$ cat config.mk
export PLATFORM = sky130hd
export DESIGN_NAME = lpp_line_pickup
export DESIGN_NICKNAME = d
export VERILOG_FILES = /design/src/lpp_pkg.sv /design/src/lpp_line_pickup.sv /design/src/lpp_delay_timer.sv /design/src/lpp_phase_compare.sv
export SDC_FILE = /design/constraint.sdc
export NUM_CORES = 1
export LEC_CHECK = 0
export ABC_CLOCK_PERIOD_IN_PS = 19400
export BUFFER_PORTS_ARGS = -buffer_cell sky130_fd_sc_hd__buf_2
export CAP_MARGIN = 5
export CORE_MARGIN = 10
export CORE_UTILIZATION = 25
export DETAILED_ROUTE_END_ITERATION = 16
export PLACE_DENSITY = 0.41
export SLEW_MARGIN = 0
export SYNTH_ARGS = -nofsm -noshare
export SYNTH_HDL_FRONTEND = slang
export SYNTH_SLANG_ARGS = --single-unit
$ cat constraint.sdc
create_clock -name clk -period 19.4 [get_ports clk]
set_input_delay 2.91 -clock clk [delete_from_list [all_inputs] [get_ports clk]]
set_output_delay 2.91 -clock clk [all_outputs]
set_load 0.01 [all_outputs]
$ cat src/lpp_pkg.sv
// Constants, settings layout and operand carriers for the line pickup block.
// Assumes one 50 MHz clock; all settings are static ports held by the host logic.
package lpp_pkg;

  localparam int CLK_PERIOD_NS = 20;
  localparam int TICK_TIME_NS  = 1000000;
  localparam int TICK_CYCLES_DEF = (TICK_TIME_NS + CLK_PERIOD_NS - 1) / CLK_PERIOD_NS;

  localparam int CUR_W   = 15;
  localparam int VOLT_W  = 12;
  localparam int TIME_W  = 16;
  localparam int TICK_W  = 17;
  localparam int PROD_W  = 23;
  localparam int NUM_PH  = 3;

  localparam logic [CUR_W-1:0]  OC_THR_MAX   = 15'h7530;
  localparam logic [CUR_W-1:0]  OC_THR_DEF   = 15'h03E8;
  localparam logic [VOLT_W-1:0] UV_THR_MAX   = 12'hBB8;
  localparam logic [VOLT_W-1:0] UV_THR_DEF   = 12'h2BC;
  localparam logic [TIME_W-1:0] LEO_PKP_DEF  = 16'h0096;
  localparam logic [TIME_W-1:0] LEO_RST_DEF  = 16'h005A;
  localparam logic [TIME_W-1:0] OV_PKP_DEF   = 16'h0028;
  localparam logic [TIME_W-1:0] CRD_PKP_DEF  = 16'h002D;
  localparam logic [TIME_W-1:0] CRD_RST_DEF  = 16'h0005;

  // Per-unit products for the delta VT base: v * 1732 against thr * 1000
  localparam logic [10:0] SQRT3_MILLI = 11'h6C4;
  localparam logic [10:0] ONE_MILLI   = 11'h3E8;

  // Six power cycles in milliseconds at 50 Hz and 60 Hz
  localparam logic [7:0] WIN_MS_50HZ = 8'h78;
  localparam logic [7:0] WIN_MS_60HZ = 8'h64;

  typedef enum logic [1:0] {
    LPP_TGT_SELF_RESET = 2'h0,
    LPP_TGT_LATCHED    = 2'h1,
    LPP_TGT_DISABLED   = 2'h2
  } lpp_target_e;

  typedef enum logic {
    LPP_RCL_IDLE   = 1'b0,
    LPP_RCL_WINDOW = 1'b1
  } lpp_rcl_e;

  typedef struct packed {
    logic [CUR_W-1:0]  i_a;
    logic [CUR_W-1:0]  i_b;
    logic [CUR_W-1:0]  i_c;
    logic [VOLT_W-1:0] v_pos;
  } lpp_meas_s;

  typedef struct packed {
    logic              function_enable;
    logic              source_select;
    logic [CUR_W-1:0]  phase_overcurrent_threshold;
    logic [VOLT_W-1:0] undervoltage_threshold;
    logic              vt_delta;
    logic              nominal_50hz;
    logic [TIME_W-1:0] line_end_open_pickup_time;
    logic [TIME_W-1:0] line_end_open_reset_time;
    logic [TIME_W-1:0] overvoltage_qualify_time;
    logic              reclose_coordination_skip;
    logic [TIME_W-1:0] reclose_coord_pickup_time;
    logic [TIME_W-1:0] reclose_coord_reset_time;
    lpp_target_e       target_mode;
    logic              events_enable;
  } lpp_cfg_s;

  typedef struct packed {
    logic terminal_open;
    logic external_reclose_accelerate;
    logic block;
    logic reclose_close_cmd;
    logic zone2_pickup;
    logic target_reset;
  } lpp_opnd_s;

  typedef struct packed {
    logic line_end_open;
    logic overvoltage_pickup;
    logic operate;
    logic reclose_onto_fault_trip;
    logic target;
    logic event_pulse;
  } lpp_out_s;

endpackage

$ cat src/lpp_line_pickup.sv
// Line pickup protection: line end open detection, close-onto-fault trip,
// reclose coordination and zone 1 extension.
// Assumes measurements and operands are produced on clk by upstream logic.
`timescale 1ns/1ps
module lpp_line_pickup #(
  parameter int TICK_CYCLES = lpp_pkg::TICK_CYCLES_DEF
) (
  input  wire logic               clk,
  input  wire logic               rst,
  input  wire lpp_pkg::lpp_cfg_s  cfg,
  input  wire lpp_pkg::lpp_meas_s measurement_source_one,
  input  wire lpp_pkg::lpp_meas_s measurement_source_two,
  input  wire lpp_pkg::lpp_opnd_s opnd,
  output lpp_pkg::lpp_out_s       status
);

  // Millisecond tick
  logic [lpp_pkg::TICK_W-1:0] tick_cnt_ff;
  logic                       tick_ff;

  // Measurement path
  lpp_pkg::lpp_meas_s         meas;
  logic                       any_oc;
  logic                       all_uc;
  logic [lpp_pkg::PROD_W-1:0] v_lhs;
  logic [lpp_pkg::PROD_W-1:0] v_rhs;
  logic                       uv;
  logic                       ov;

  // Element state
  logic                       active;
  logic                       leo_raw;
  logic                       leo;
  logic                       ov_q;
  logic                       crd_in;
  logic                       crd_q;
  logic                       fault_trip;
  logic [7:0]                 win_len;
  logic [7:0]                 win_cnt_ff;
  lpp_pkg::lpp_rcl_e          rcl_state_ff;
  lpp_pkg::lpp_rcl_e          nxt_rcl_state;
  logic                       in_window;
  logic                       rcl_trip;
  logic                       tgt_latch_ff;
  logic                       nxt_target;

  // Output registers
  logic                       leo_ff;
  logic                       ov_ff;
  logic                       operate_ff;
  logic                       rcl_trip_ff;
  logic                       target_ff;
  logic                       event_ff;

  always_ff @(posedge clk) begin
    if (rst) begin
      tick_cnt_ff <= '0;
      tick_ff     <= 1'b0;
    end else if (tick_cnt_ff == lpp_pkg::TICK_W'(TICK_CYCLES - 1)) begin
      tick_cnt_ff <= '0;
      tick_ff     <= 1'b1;
    end else begin
      tick_cnt_ff <= tick_cnt_ff + 1'b1;
      tick_ff     <= 1'b0;
    end
  end

  // Source choice between the two measurement sources
  assign meas = cfg.source_select ? measurement_source_two : measurement_source_one;

  // Function runs only when enabled and not blocked
  assign active = cfg.function_enable & ~opnd.block;

  lpp_phase_compare u_cmp (
    .meas      (meas),
    .threshold (cfg.phase_overcurrent_threshold),
    .any_over  (any_oc),
    .all_under (all_uc)
  );

  // Delta VTs: threshold base is secondary / sqrt3, so scale both sides
  always_comb begin
    if (cfg.vt_delta) begin
      v_lhs = lpp_pkg::PROD_W'(meas.v_pos) * lpp_pkg::PROD_W'(lpp_pkg::SQRT3_MILLI);
    end else begin
      v_lhs = lpp_pkg::PROD_W'(meas.v_pos) * lpp_pkg::PROD_W'(lpp_pkg::ONE_MILLI);
    end
    v_rhs = lpp_pkg::PROD_W'(cfg.undervoltage_threshold)
          * lpp_pkg::PROD_W'(lpp_pkg::ONE_MILLI);
  end

  // Same threshold serves both sides, so over and under never overlap
  assign uv = v_lhs < v_rhs;
  assign ov = ~uv;

  // Measured detection or the terminal open operand
  assign leo_raw = active & ((all_uc & uv) | opnd.terminal_open);

  lpp_delay_timer u_leo (
    .clk         (clk),
    .rst         (rst),
    .tick        (tick_ff),
    .cond        (leo_raw),
    .pickup_time (cfg.line_end_open_pickup_time),
    .reset_time  (cfg.line_end_open_reset_time),
    .q           (leo)
  );

  // Overvoltage qualified by its own pickup delay, no reset delay
  lpp_delay_timer u_ov (
    .clk         (clk),
    .rst         (rst),
    .tick        (tick_ff),
    .cond        (active & ov),
    .pickup_time (cfg.overvoltage_qualify_time),
    .reset_time  ('0),
    .q           (ov_q)
  );

  assign crd_in = active & leo & any_oc;

  // Coordination delay gives the overvoltage time to block after reclose
  lpp_delay_timer u_crd (
    .clk         (clk),
    .rst         (rst),
    .tick        (tick_ff),
    .cond        (crd_in),
    .pickup_time (cfg.reclose_coord_pickup_time),
    .reset_time  (cfg.reclose_coord_reset_time),
    .q           (crd_q)
  );

  // Skip set: instant trip. Skip clear: delayed trip unless voltage returned.
  always_comb begin
    if (cfg.reclose_coordination_skip) begin
      fault_trip = crd_in;
    end else begin
      fault_trip = crd_q & ~ov_q;
    end
  end

  // Six power cycles at the nominal frequency
  assign win_len = cfg.nominal_50hz ? lpp_pkg::WIN_MS_50HZ : lpp_pkg::WIN_MS_60HZ;

  always_comb begin
    nxt_rcl_state = rcl_state_ff;
    case (rcl_state_ff)
      lpp_pkg::LPP_RCL_IDLE: begin
        if (active & opnd.reclose_close_cmd & leo) begin
          nxt_rcl_state = lpp_pkg::LPP_RCL_WINDOW;
        end
      end
      lpp_pkg::LPP_RCL_WINDOW: begin
        if (~active | (tick_ff & (win_cnt_ff >= win_len - 8'h01))) begin
          nxt_rcl_state = lpp_pkg::LPP_RCL_IDLE;
        end
      end
      default: nxt_rcl_state = lpp_pkg::LPP_RCL_IDLE;
    endcase
  end

  always_ff @(posedge clk) begin
    if (rst) begin
      rcl_state_ff <= lpp_pkg::LPP_RCL_IDLE;
    end else begin
      rcl_state_ff <= nxt_rcl_state;
    end
  end

  // A fresh close command restarts the window count
  always_ff @(posedge clk) begin
    if (rst) begin
      win_cnt_ff <= '0;
    end else if (rcl_state_ff == lpp_pkg::LPP_RCL_IDLE) begin
      win_cnt_ff <= '0;
    end else if (opnd.reclose_close_cmd) begin
      win_cnt_ff <= '0;
    end else if (tick_ff) begin
      win_cnt_ff <= win_cnt_ff + 8'h01;
    end
  end

  // External accelerate holds the extension open while asserted
  assign in_window = (rcl_state_ff == lpp_pkg::LPP_RCL_WINDOW)
                   | opnd.external_reclose_accelerate;

  // Zone 2 pickup or excessive current inside the window
  assign rcl_trip = active & in_window & (opnd.zone2_pickup | any_oc);

  // Set wins over a simultaneous reset of the latched target
  always_ff @(posedge clk) begin
    if (rst) begin
      tgt_latch_ff <= 1'b0;
    end else if (fault_trip | rcl_trip) begin
      tgt_latch_ff <= 1'b1;
    end else if (opnd.target_reset | (cfg.target_mode != lpp_pkg::LPP_TGT_LATCHED)) begin
      tgt_latch_ff <= 1'b0;
    end
  end

  always_comb begin
    case (cfg.target_mode)
      lpp_pkg::LPP_TGT_SELF_RESET: nxt_target = fault_trip | rcl_trip;
      lpp_pkg::LPP_TGT_LATCHED:    nxt_target = fault_trip | rcl_trip | tgt_latch_ff;
      default:                     nxt_target = 1'b0;
    endcase
  end

  always_ff @(posedge clk) begin
    if (rst) begin
      leo_ff      <= 1'b0;
      ov_ff       <= 1'b0;
      operate_ff  <= 1'b0;
      rcl_trip_ff <= 1'b0;
      target_ff   <= 1'b0;
    end else begin
      leo_ff      <= leo;
      ov_ff       <= ov_q;
      operate_ff  <= fault_trip;
      rcl_trip_ff <= rcl_trip;
      target_ff   <= nxt_target;
    end
  end

  // Events only when recording is selected; one pulse per rising trip
  always_ff @(posedge clk) begin
    if (rst) begin
      event_ff <= 1'b0;
    end else begin
      event_ff <= cfg.events_enable
                & ((fault_trip & ~operate_ff) | (rcl_trip & ~rcl_trip_ff));
    end
  end

  assign status.line_end_open           = leo_ff;
  assign status.overvoltage_pickup      = ov_ff;
  assign status.operate                 = operate_ff;
  assign status.reclose_onto_fault_trip = rcl_trip_ff;
  assign status.target                  = target_ff;
  assign status.event_pulse             = event_ff;

endmodule

$ cat src/lpp_delay_timer.sv
// Pickup and reset delay timer counted in millisecond ticks.
// Assumes tick is a one-cycle pulse on the same clock; cond is synchronous.
`timescale 1ns/1ps
module lpp_delay_timer (
  input  wire logic                      clk,
  input  wire logic                      rst,
  input  wire logic                      tick,
  input  wire logic                      cond,
  input  wire logic [lpp_pkg::TIME_W-1:0] pickup_time,
  input  wire logic [lpp_pkg::TIME_W-1:0] reset_time,
  output logic                           q
);

  logic [lpp_pkg::TIME_W-1:0] cnt_ff;
  logic                       q_ff;
  logic [lpp_pkg::TIME_W-1:0] limit;

  assign limit = q_ff ? reset_time : pickup_time;
  assign q     = q_ff;

  // Count restarts whenever cond returns to the output state
  always_ff @(posedge clk) begin
    if (rst) begin
      cnt_ff <= '0;
      q_ff   <= 1'b0;
    end else if (cond == q_ff) begin
      cnt_ff <= '0;
    end else if (cnt_ff >= limit) begin
      q_ff   <= cond;
      cnt_ff <= '0;
    end else if (tick) begin
      cnt_ff <= cnt_ff + 1'b1;
    end
  end

endmodule

$ cat src/lpp_phase_compare.sv
// Three per-phase current comparators against one threshold.
// Purely combinational; inputs come from logic on the same clock.
`timescale 1ns/1ps
module lpp_phase_compare (
  input  wire lpp_pkg::lpp_meas_s        meas,
  input  wire logic [lpp_pkg::CUR_W-1:0] threshold,
  output logic                           any_over,
  output logic                           all_under
);

  logic [lpp_pkg::NUM_PH-1:0][lpp_pkg::CUR_W-1:0] phase_i;
  logic [lpp_pkg::NUM_PH-1:0]                     over;

  assign phase_i = {meas.i_a, meas.i_b, meas.i_c};

  genvar g;
  generate
    for (g = 0; g < lpp_pkg::NUM_PH; g++) begin : g_ph
      // Instantaneous comparison, no delay of its own
      assign over[g] = phase_i[g] > threshold;
    end
  endgenerate

  assign any_over  = |over;
  assign all_under = ~|over;

endmodule

; After elaboration in Yosys (flattened, before gate mapping)
; Cells that the tools add are included.
[op_classes]
addsub = 6
mul = 3
magnitude_cmp = 8
eq_ne = 6
muxes = 14
n_bitwise = 33
reduce_logical = 12
[op_table]
columns = cell, count
row1 = 57-bit two-way mux, 1
row2 = 16-bit by 1-bit adder with 16-bit output (second input constant), 3
row3 = 16-bit >= comparator, 3
row4 = 16-bit two-way mux, 3
row5 = 15-bit > comparator, 3
row6 = 12-bit by 7-bit multiplier with 19-bit output (second input constant), 2
row7 = 23-bit by 22-bit less-than comparator with 1-bit output, 1
row8 = 23-bit two-way mux, 1
row9 = 12-bit by 9-bit multiplier with 21-bit output (second input constant), 1
row10 = 17-bit by 1-bit adder with 17-bit output (second input constant), 1
row11 = 17-bit by 16-bit equality test with 1-bit output (second input constant), 1
row12 = 1-bit bitwise AND, 15
row13 = 3-bit OR reduction, 5
row14 = 1-bit inverter, 10
row15 = 8-bit by 1-bit adder with 8-bit output (second input constant), 1
row16 = 8-bit >= comparator, 1
row17 = 1-bit OR, 8
row18 = 7-bit by 1-bit subtractor with 8-bit output (second input constant), 1
row19 = 1-bit two-way mux, 6
row20 = 2-bit AND reduction, 3
row21 = 5-bit two-way mux, 1
row22 = 1-bit case mux with 2 select lines, 2
row23 = 1-bit equality test, 3
row24 = 2-bit by 1-bit equality test with 1-bit output (second input constant), 1
row25 = other kinds (5), 5
[word_totals]
reg_bits = 85
in_bits = 237
output_inout_bits = 6
word_cells = 99

; Logic depth before layout (Yosys ltp)
[logic_depth]
depth_word = 10
ltp_mapped = 31
depth_no_buf = 27

; Hierarchy
; Synthesis repeated with hierarchy kept, for this count alone.
[hier_totals]
hier_cells = 1449
area_unflattened_um2 = 13077.5
[modules_own_cells]
columns = mod, n_inst, cells_per_inst, area_per_inst_um2, seq_area_each_um2
row1 = lpp_line_pickup, 1, 906, 8261.7, 680.7
row2 = lpp_delay_timer at u_crd ..., 2, 138, 1271.2, 340.3
row3 = lpp_delay_timer at u_leo, 1, 138, 1244.9, 340.3
row4 = lpp_phase_compare, 1, 129, 1028.5, 0.0

; Worst setup path after synthesis
; No wires, ideal clock.
[synth_timing]
path_type = input to register
from = in cfg[113] (netlist name)
to = reg u_leo.cnt_ff[0] (netlist name)
setup_time_ps = 121
arrival_ps = 10128
t_required_ps = 19279
setup_slack_ps = 9151
cell_stages = 28
n_path_buf = 3
cell_sequence = clkbuf_1 -> buf_1 -> buf_1 -> mux2i_1 -> inv_1 -> ha_1 -> inv_1 -> fa_1 -> fa_1 -> fa_1 -> inv_1 -> ha_1 -> or2_2 -> a21oi_1 -> a21oi_1 -> a21o_1 -> a211o_1 -> a31oi_1 -> a21oi_1 -> ha_1 -> a21oi_1 -> o22ai_1 -> nor3_1 -> nor2_1 -> a2111oi_4 -> nand3_2 -> o31ai_4 -> mux2_2
[synth_via]
elab_chain_cells = 9
elab_cells_between_ends = 15
cone_classes = mul: 2 / order compare: 4 / eq/ne: 1 / mux: 2 / bitwise: 3 / reduce/logical: 3
[synth_rtl]
columns = item, line_no
row1 = from (decl), lpp_line_pickup.sv:10  ; input wire lpp_pkg::lpp_cfg_s cfg,
row2 = 57-bit two-way mux (*), lpp_line_pickup.sv:69  ; assign meas = cfg.source_select ? measurement_source_two : measurement_source_one;
row3 = 12-bit by 9-bit multiplier with 21-bit output (tied with other cells), lpp_line_pickup.sv:84  ; v_lhs = lpp_pkg::PROD_W'(meas.v_pos) * lpp_pkg::PROD_W'(lpp_pkg::SQRT3_MILLI);
row4 = 23-bit two-way mux or 3-bit OR reduction (tied branches), "lpp_line_pickup.sv:83, lpp_phase_compare.sv:25"
row5 = 23-bit by 22-bit less-than comparator with 1-bit output or 1-bit logical NOT (tied branches), "lpp_line_pickup.sv:93, lpp_phase_compare.sv:25"
row6 = 1-bit bitwise AND (*), lpp_line_pickup.sv:97  ; assign leo_raw = active & ((all_uc & uv) | opnd.terminal_open);
row7 = 1-bit OR (*), lpp_line_pickup.sv:97
row8 = 1-bit bitwise AND (*), lpp_line_pickup.sv:97
row9 = 1-bit equality test (*), lpp_delay_timer.sv:26  ; end else if (cond == q_ff) begin
row10 = 3-bit OR reduction (no line) (*), -
row11 = to (signal assigned), lpp_delay_timer.sv:32  ; cnt_ff <= cnt_ff + 1'b1;
row12 = to (decl), lpp_delay_timer.sv:14  ; logic [lpp_pkg::TIME_W-1:0] cnt_ff;
; Every way passes the cells marked *; elsewhere a longest branch is shown, timed or not.
; A chain may end at the register's enable or synchronous reset.

; Final worst setup path
; Ends and elaborated chain as after synthesis.

==> metrics.md <==
| Metric | Value |
|---|---|
| Largest net degree at the start of global routing | 66 |
| CTS Buf Count | 9 |
| Worst hold endpoint | tick_cnt_ff[0] |
| Post-route setup TNS | 0 ps |
| DRT Pass-1 Iters | 5 |
| Placer Congestion | 0.851 |
| Min cycle time layout | 10550 ps |
| Most common cell after layout, fill and taps aside | ha_1 |
| Maximum vdd ir drop | 0.0960 mV |
| Routed vias | 11200 |
| CP max stage delay | 770 ps |
| Worst-Margin Slew | 1080 ps |
| Maximum clock path buffer count | 2 |
| Data required time of the worst path | 19640 ps |
| Area of the multi-input gates | 10800 um2 |
| Final slew viol count | 0 |
| Critical Path Source Type | primary input |
| Register area | 1700 um2 |
| Synth Flop Type | dfxtp_1 |
| Share of the synthesized area in the top cell type | 0.229 |
| Die Wd | 252 um |
| Synth unique cells | 65 |
| Worst Path Buf+Inv | 5 |
| Setup slack, reg-to-reg | 15910 ps |
| Initial DRC Count | 572 |
| Avg Inst Size Synth | 8.87 um2 |
| Total Wirelength | 39500 um |
| Critical path origin | cfg[113] |
| Worst skew pair latency | 350 ps |
| Critical path fanouts, max | 17 |
| Max Cap Viol | 0 |
| RSZ-0062 raised after global routing | no |
| H-tree depth | 3 |
| Critical path type | in2reg |
| Final setup vio count | 0 |
| Global Route Usage Sum | 0.123 |
| R2R Path Start | u_leo.q |
| Top delay family on crit path | adder cells |
| Initial Util | 0.254 |
| # DRC | 0 |
| Cts hold-fix bufs | 0 |
| Commonest non-fill, non-tap cells in the layout | ha_1, buf_2, inv_1 |
| Share of layout cells above drive strength 1 | 0.189 |
| Tightest Hold Check Type | reg2reg |
| Ports | 243 |
| Syn. warnings | 0 |
| Root Driver | clkbuf_16 |
| Syn Nets | 2095 |
| Max Fclk | 94.8 MHz |
| Syn Inst Count | 1513 |
| Register area share after synthesis | 0.127 |
| Area contributors post-synth | ha_1, fa_1, dfxtp_1 |
| Synthesis-to-finish area growth | 17.0% |
| Hold Fails Final Rpt | 0 |
| Pleak | 0.00751 uW |
| Clock sinks | 85 |
| Slew headroom | 0.280 |
| WHS Path Cells | 1 |
| Vias in the first global route | 11603 |
| Util after Layout | 0.297 |
| Die area | 63300 um2 |
| Die Ht | 252 um |
| Worst-path clk slew | 70 ps |
| Mapped Area | 13400 um2 |
| Critical R2R Capture | u_leo.cnt_ff[13] |
| Hold Crit Start | tick_cnt_ff[0] |
| Reg2Reg Depth | 11 |
| CP max-delay cell | mux2i_1 |
| Yosys reg bits | 85 |
| GRT overflow | 0 |
| Synth area leader | ha_1 |
| Core Box Area | 52900 um2 |
| Crit path capture type | flop |
| Buffers on Ports | 242 |
| Hpwl dp | 34000 um |
| # Post-CTS Setup Buffers | 0 |
| Final Net Count | 2315 |
| Skew final | 13.4 ps |
| Routed Antenna Nets | 0 |
| CTS tree | built |
| Row count | 84 |
| Routed wire per std cell | 16.2 um |
| Pwr per Cell Area | 111 nW/um2 |
| Fillers | 5614 |
| Arr. time, crit path | 10780 ps |
| Resized Gates After CTS | 0 |
| Status | finished clean |
| Post-synth EDFFs | 0 |
| Vias per std cell | 4.61 |
| Antenna violations before repair | 5 |
| Ys async rst share | 0 |
| First-pass GRT wire length | 63200 um |
| Crit share post-route | 0.544 |
cell type report:
class | instances | area share
Clock buffer | 9 | 0.0143
Sequential cell | 85 | 0.108
Antenna cell | 3 | 0.000478
Tap cell | 688 | 0.0548
Multi-Input combinational cell | 1182 | 0.685
Timing Repair Buffer | 252 | 0.0819
Inverter | 203 | 0.0485
Clock inverter | 7 | 0.00654
cells by family (layout without fill, tap and decap cells):
| family | count (synthesis) | after routing | share of synthesized area |
|---|---|---|---|
| buffers and inverters | 246 | 471 | 0.0717 |
| AO/OA/AOI/OAI | 206 | 206 | 0.102 |
| XOR/XNOR | 108 | 108 | 0.0711 |
| other | 0 | 3 | 0 |
| adder cells (fa/ha/maj) | 345 | 345 | 0.377 |
| multiplexers | 117 | 117 | 0.0922 |
| flip-flops | 85 | 85 | 0.127 |
| AND/OR/NAND/NOR | 406 | 406 | 0.159 |
per-layer routing:
metal  track usage  part of all wire  vias to the layer above
met5             0           0.00035                        -
met4        0.0268             0.015                        4
met3        0.0156             0.037                       34
met2         0.207              0.47                      174
met1         0.164              0.48                     5246
li1              -                 -                     5742
worst reg2reg max path: cells and delay by family (launching register included):
| family | cells | cell delay [ps] |
|---|---|---|
| DFF | 1 | 930 |
| buffers and inverters | 1 | 240 |
| muxes | 2 | 580 |
| adders and majority gates | 1 | 260 |
| AOI/OAI and AO/OA | 5 | 790 |
| and+or+nand+nor | 2 | 610 |
registers in the layout (all words and copies together), names as in the netlist, 8 cells and up:
signal and cells:
win_cnt_ff 8, u_crd.cnt_ff 16, u_ov.cnt_ff 16, tick_cnt_ff 17, u_leo.cnt_ff 16
per-stage QoR:
stage / setup WS (ps) / hold slack, ps / cells / power, uW / instance area, um2
global route: 8190 / 477 / 2429 / 1960 / 15700
floorplan: 9150 / 413 / 1513 / 1210 / 13400
CTS: 8840 / 459 / 2425 / 1770 / 15700
detailed placement: 8500 / 450 / 2409 / 1550 / 15400
finish: 8850 / 452 / 2429 / 1740 / 15700
global placement: 8650 / 428 / 2409 / 1560 / 15400
cell usage after synthesis, drive strengths merged (40+ instances only):
cell / number
nor2: 85
a21oi: 66
xor2: 67
ha: 246
fa: 99
xnor2: 41
inv: 203
nand4: 41
mux2: 49
mux2i: 68
nand3: 40
nand2: 73
dfxtp: 85
power by group:
group,internal (uW),total [uW],switching (uW)
sequential,175,176,0.396
combinational,588,1370,787
clock,115,195,79.7
total,878,1740,867
how the worst max path moves through the flow:
stage | cells after the start | end
global placement | 26 | u_leo.cnt_ff[0]
CTS | 26 | u_leo.cnt_ff[0]
detailed placement | 26 | u_leo.cnt_ff[0]
global route | 25 | u_ov.cnt_ff[11]
floorplan | 28 | u_leo.cnt_ff[0]
finish | 26 | u_leo.cnt_ff[0]
No activity file was read; power rests on OpenSTA's default activity.
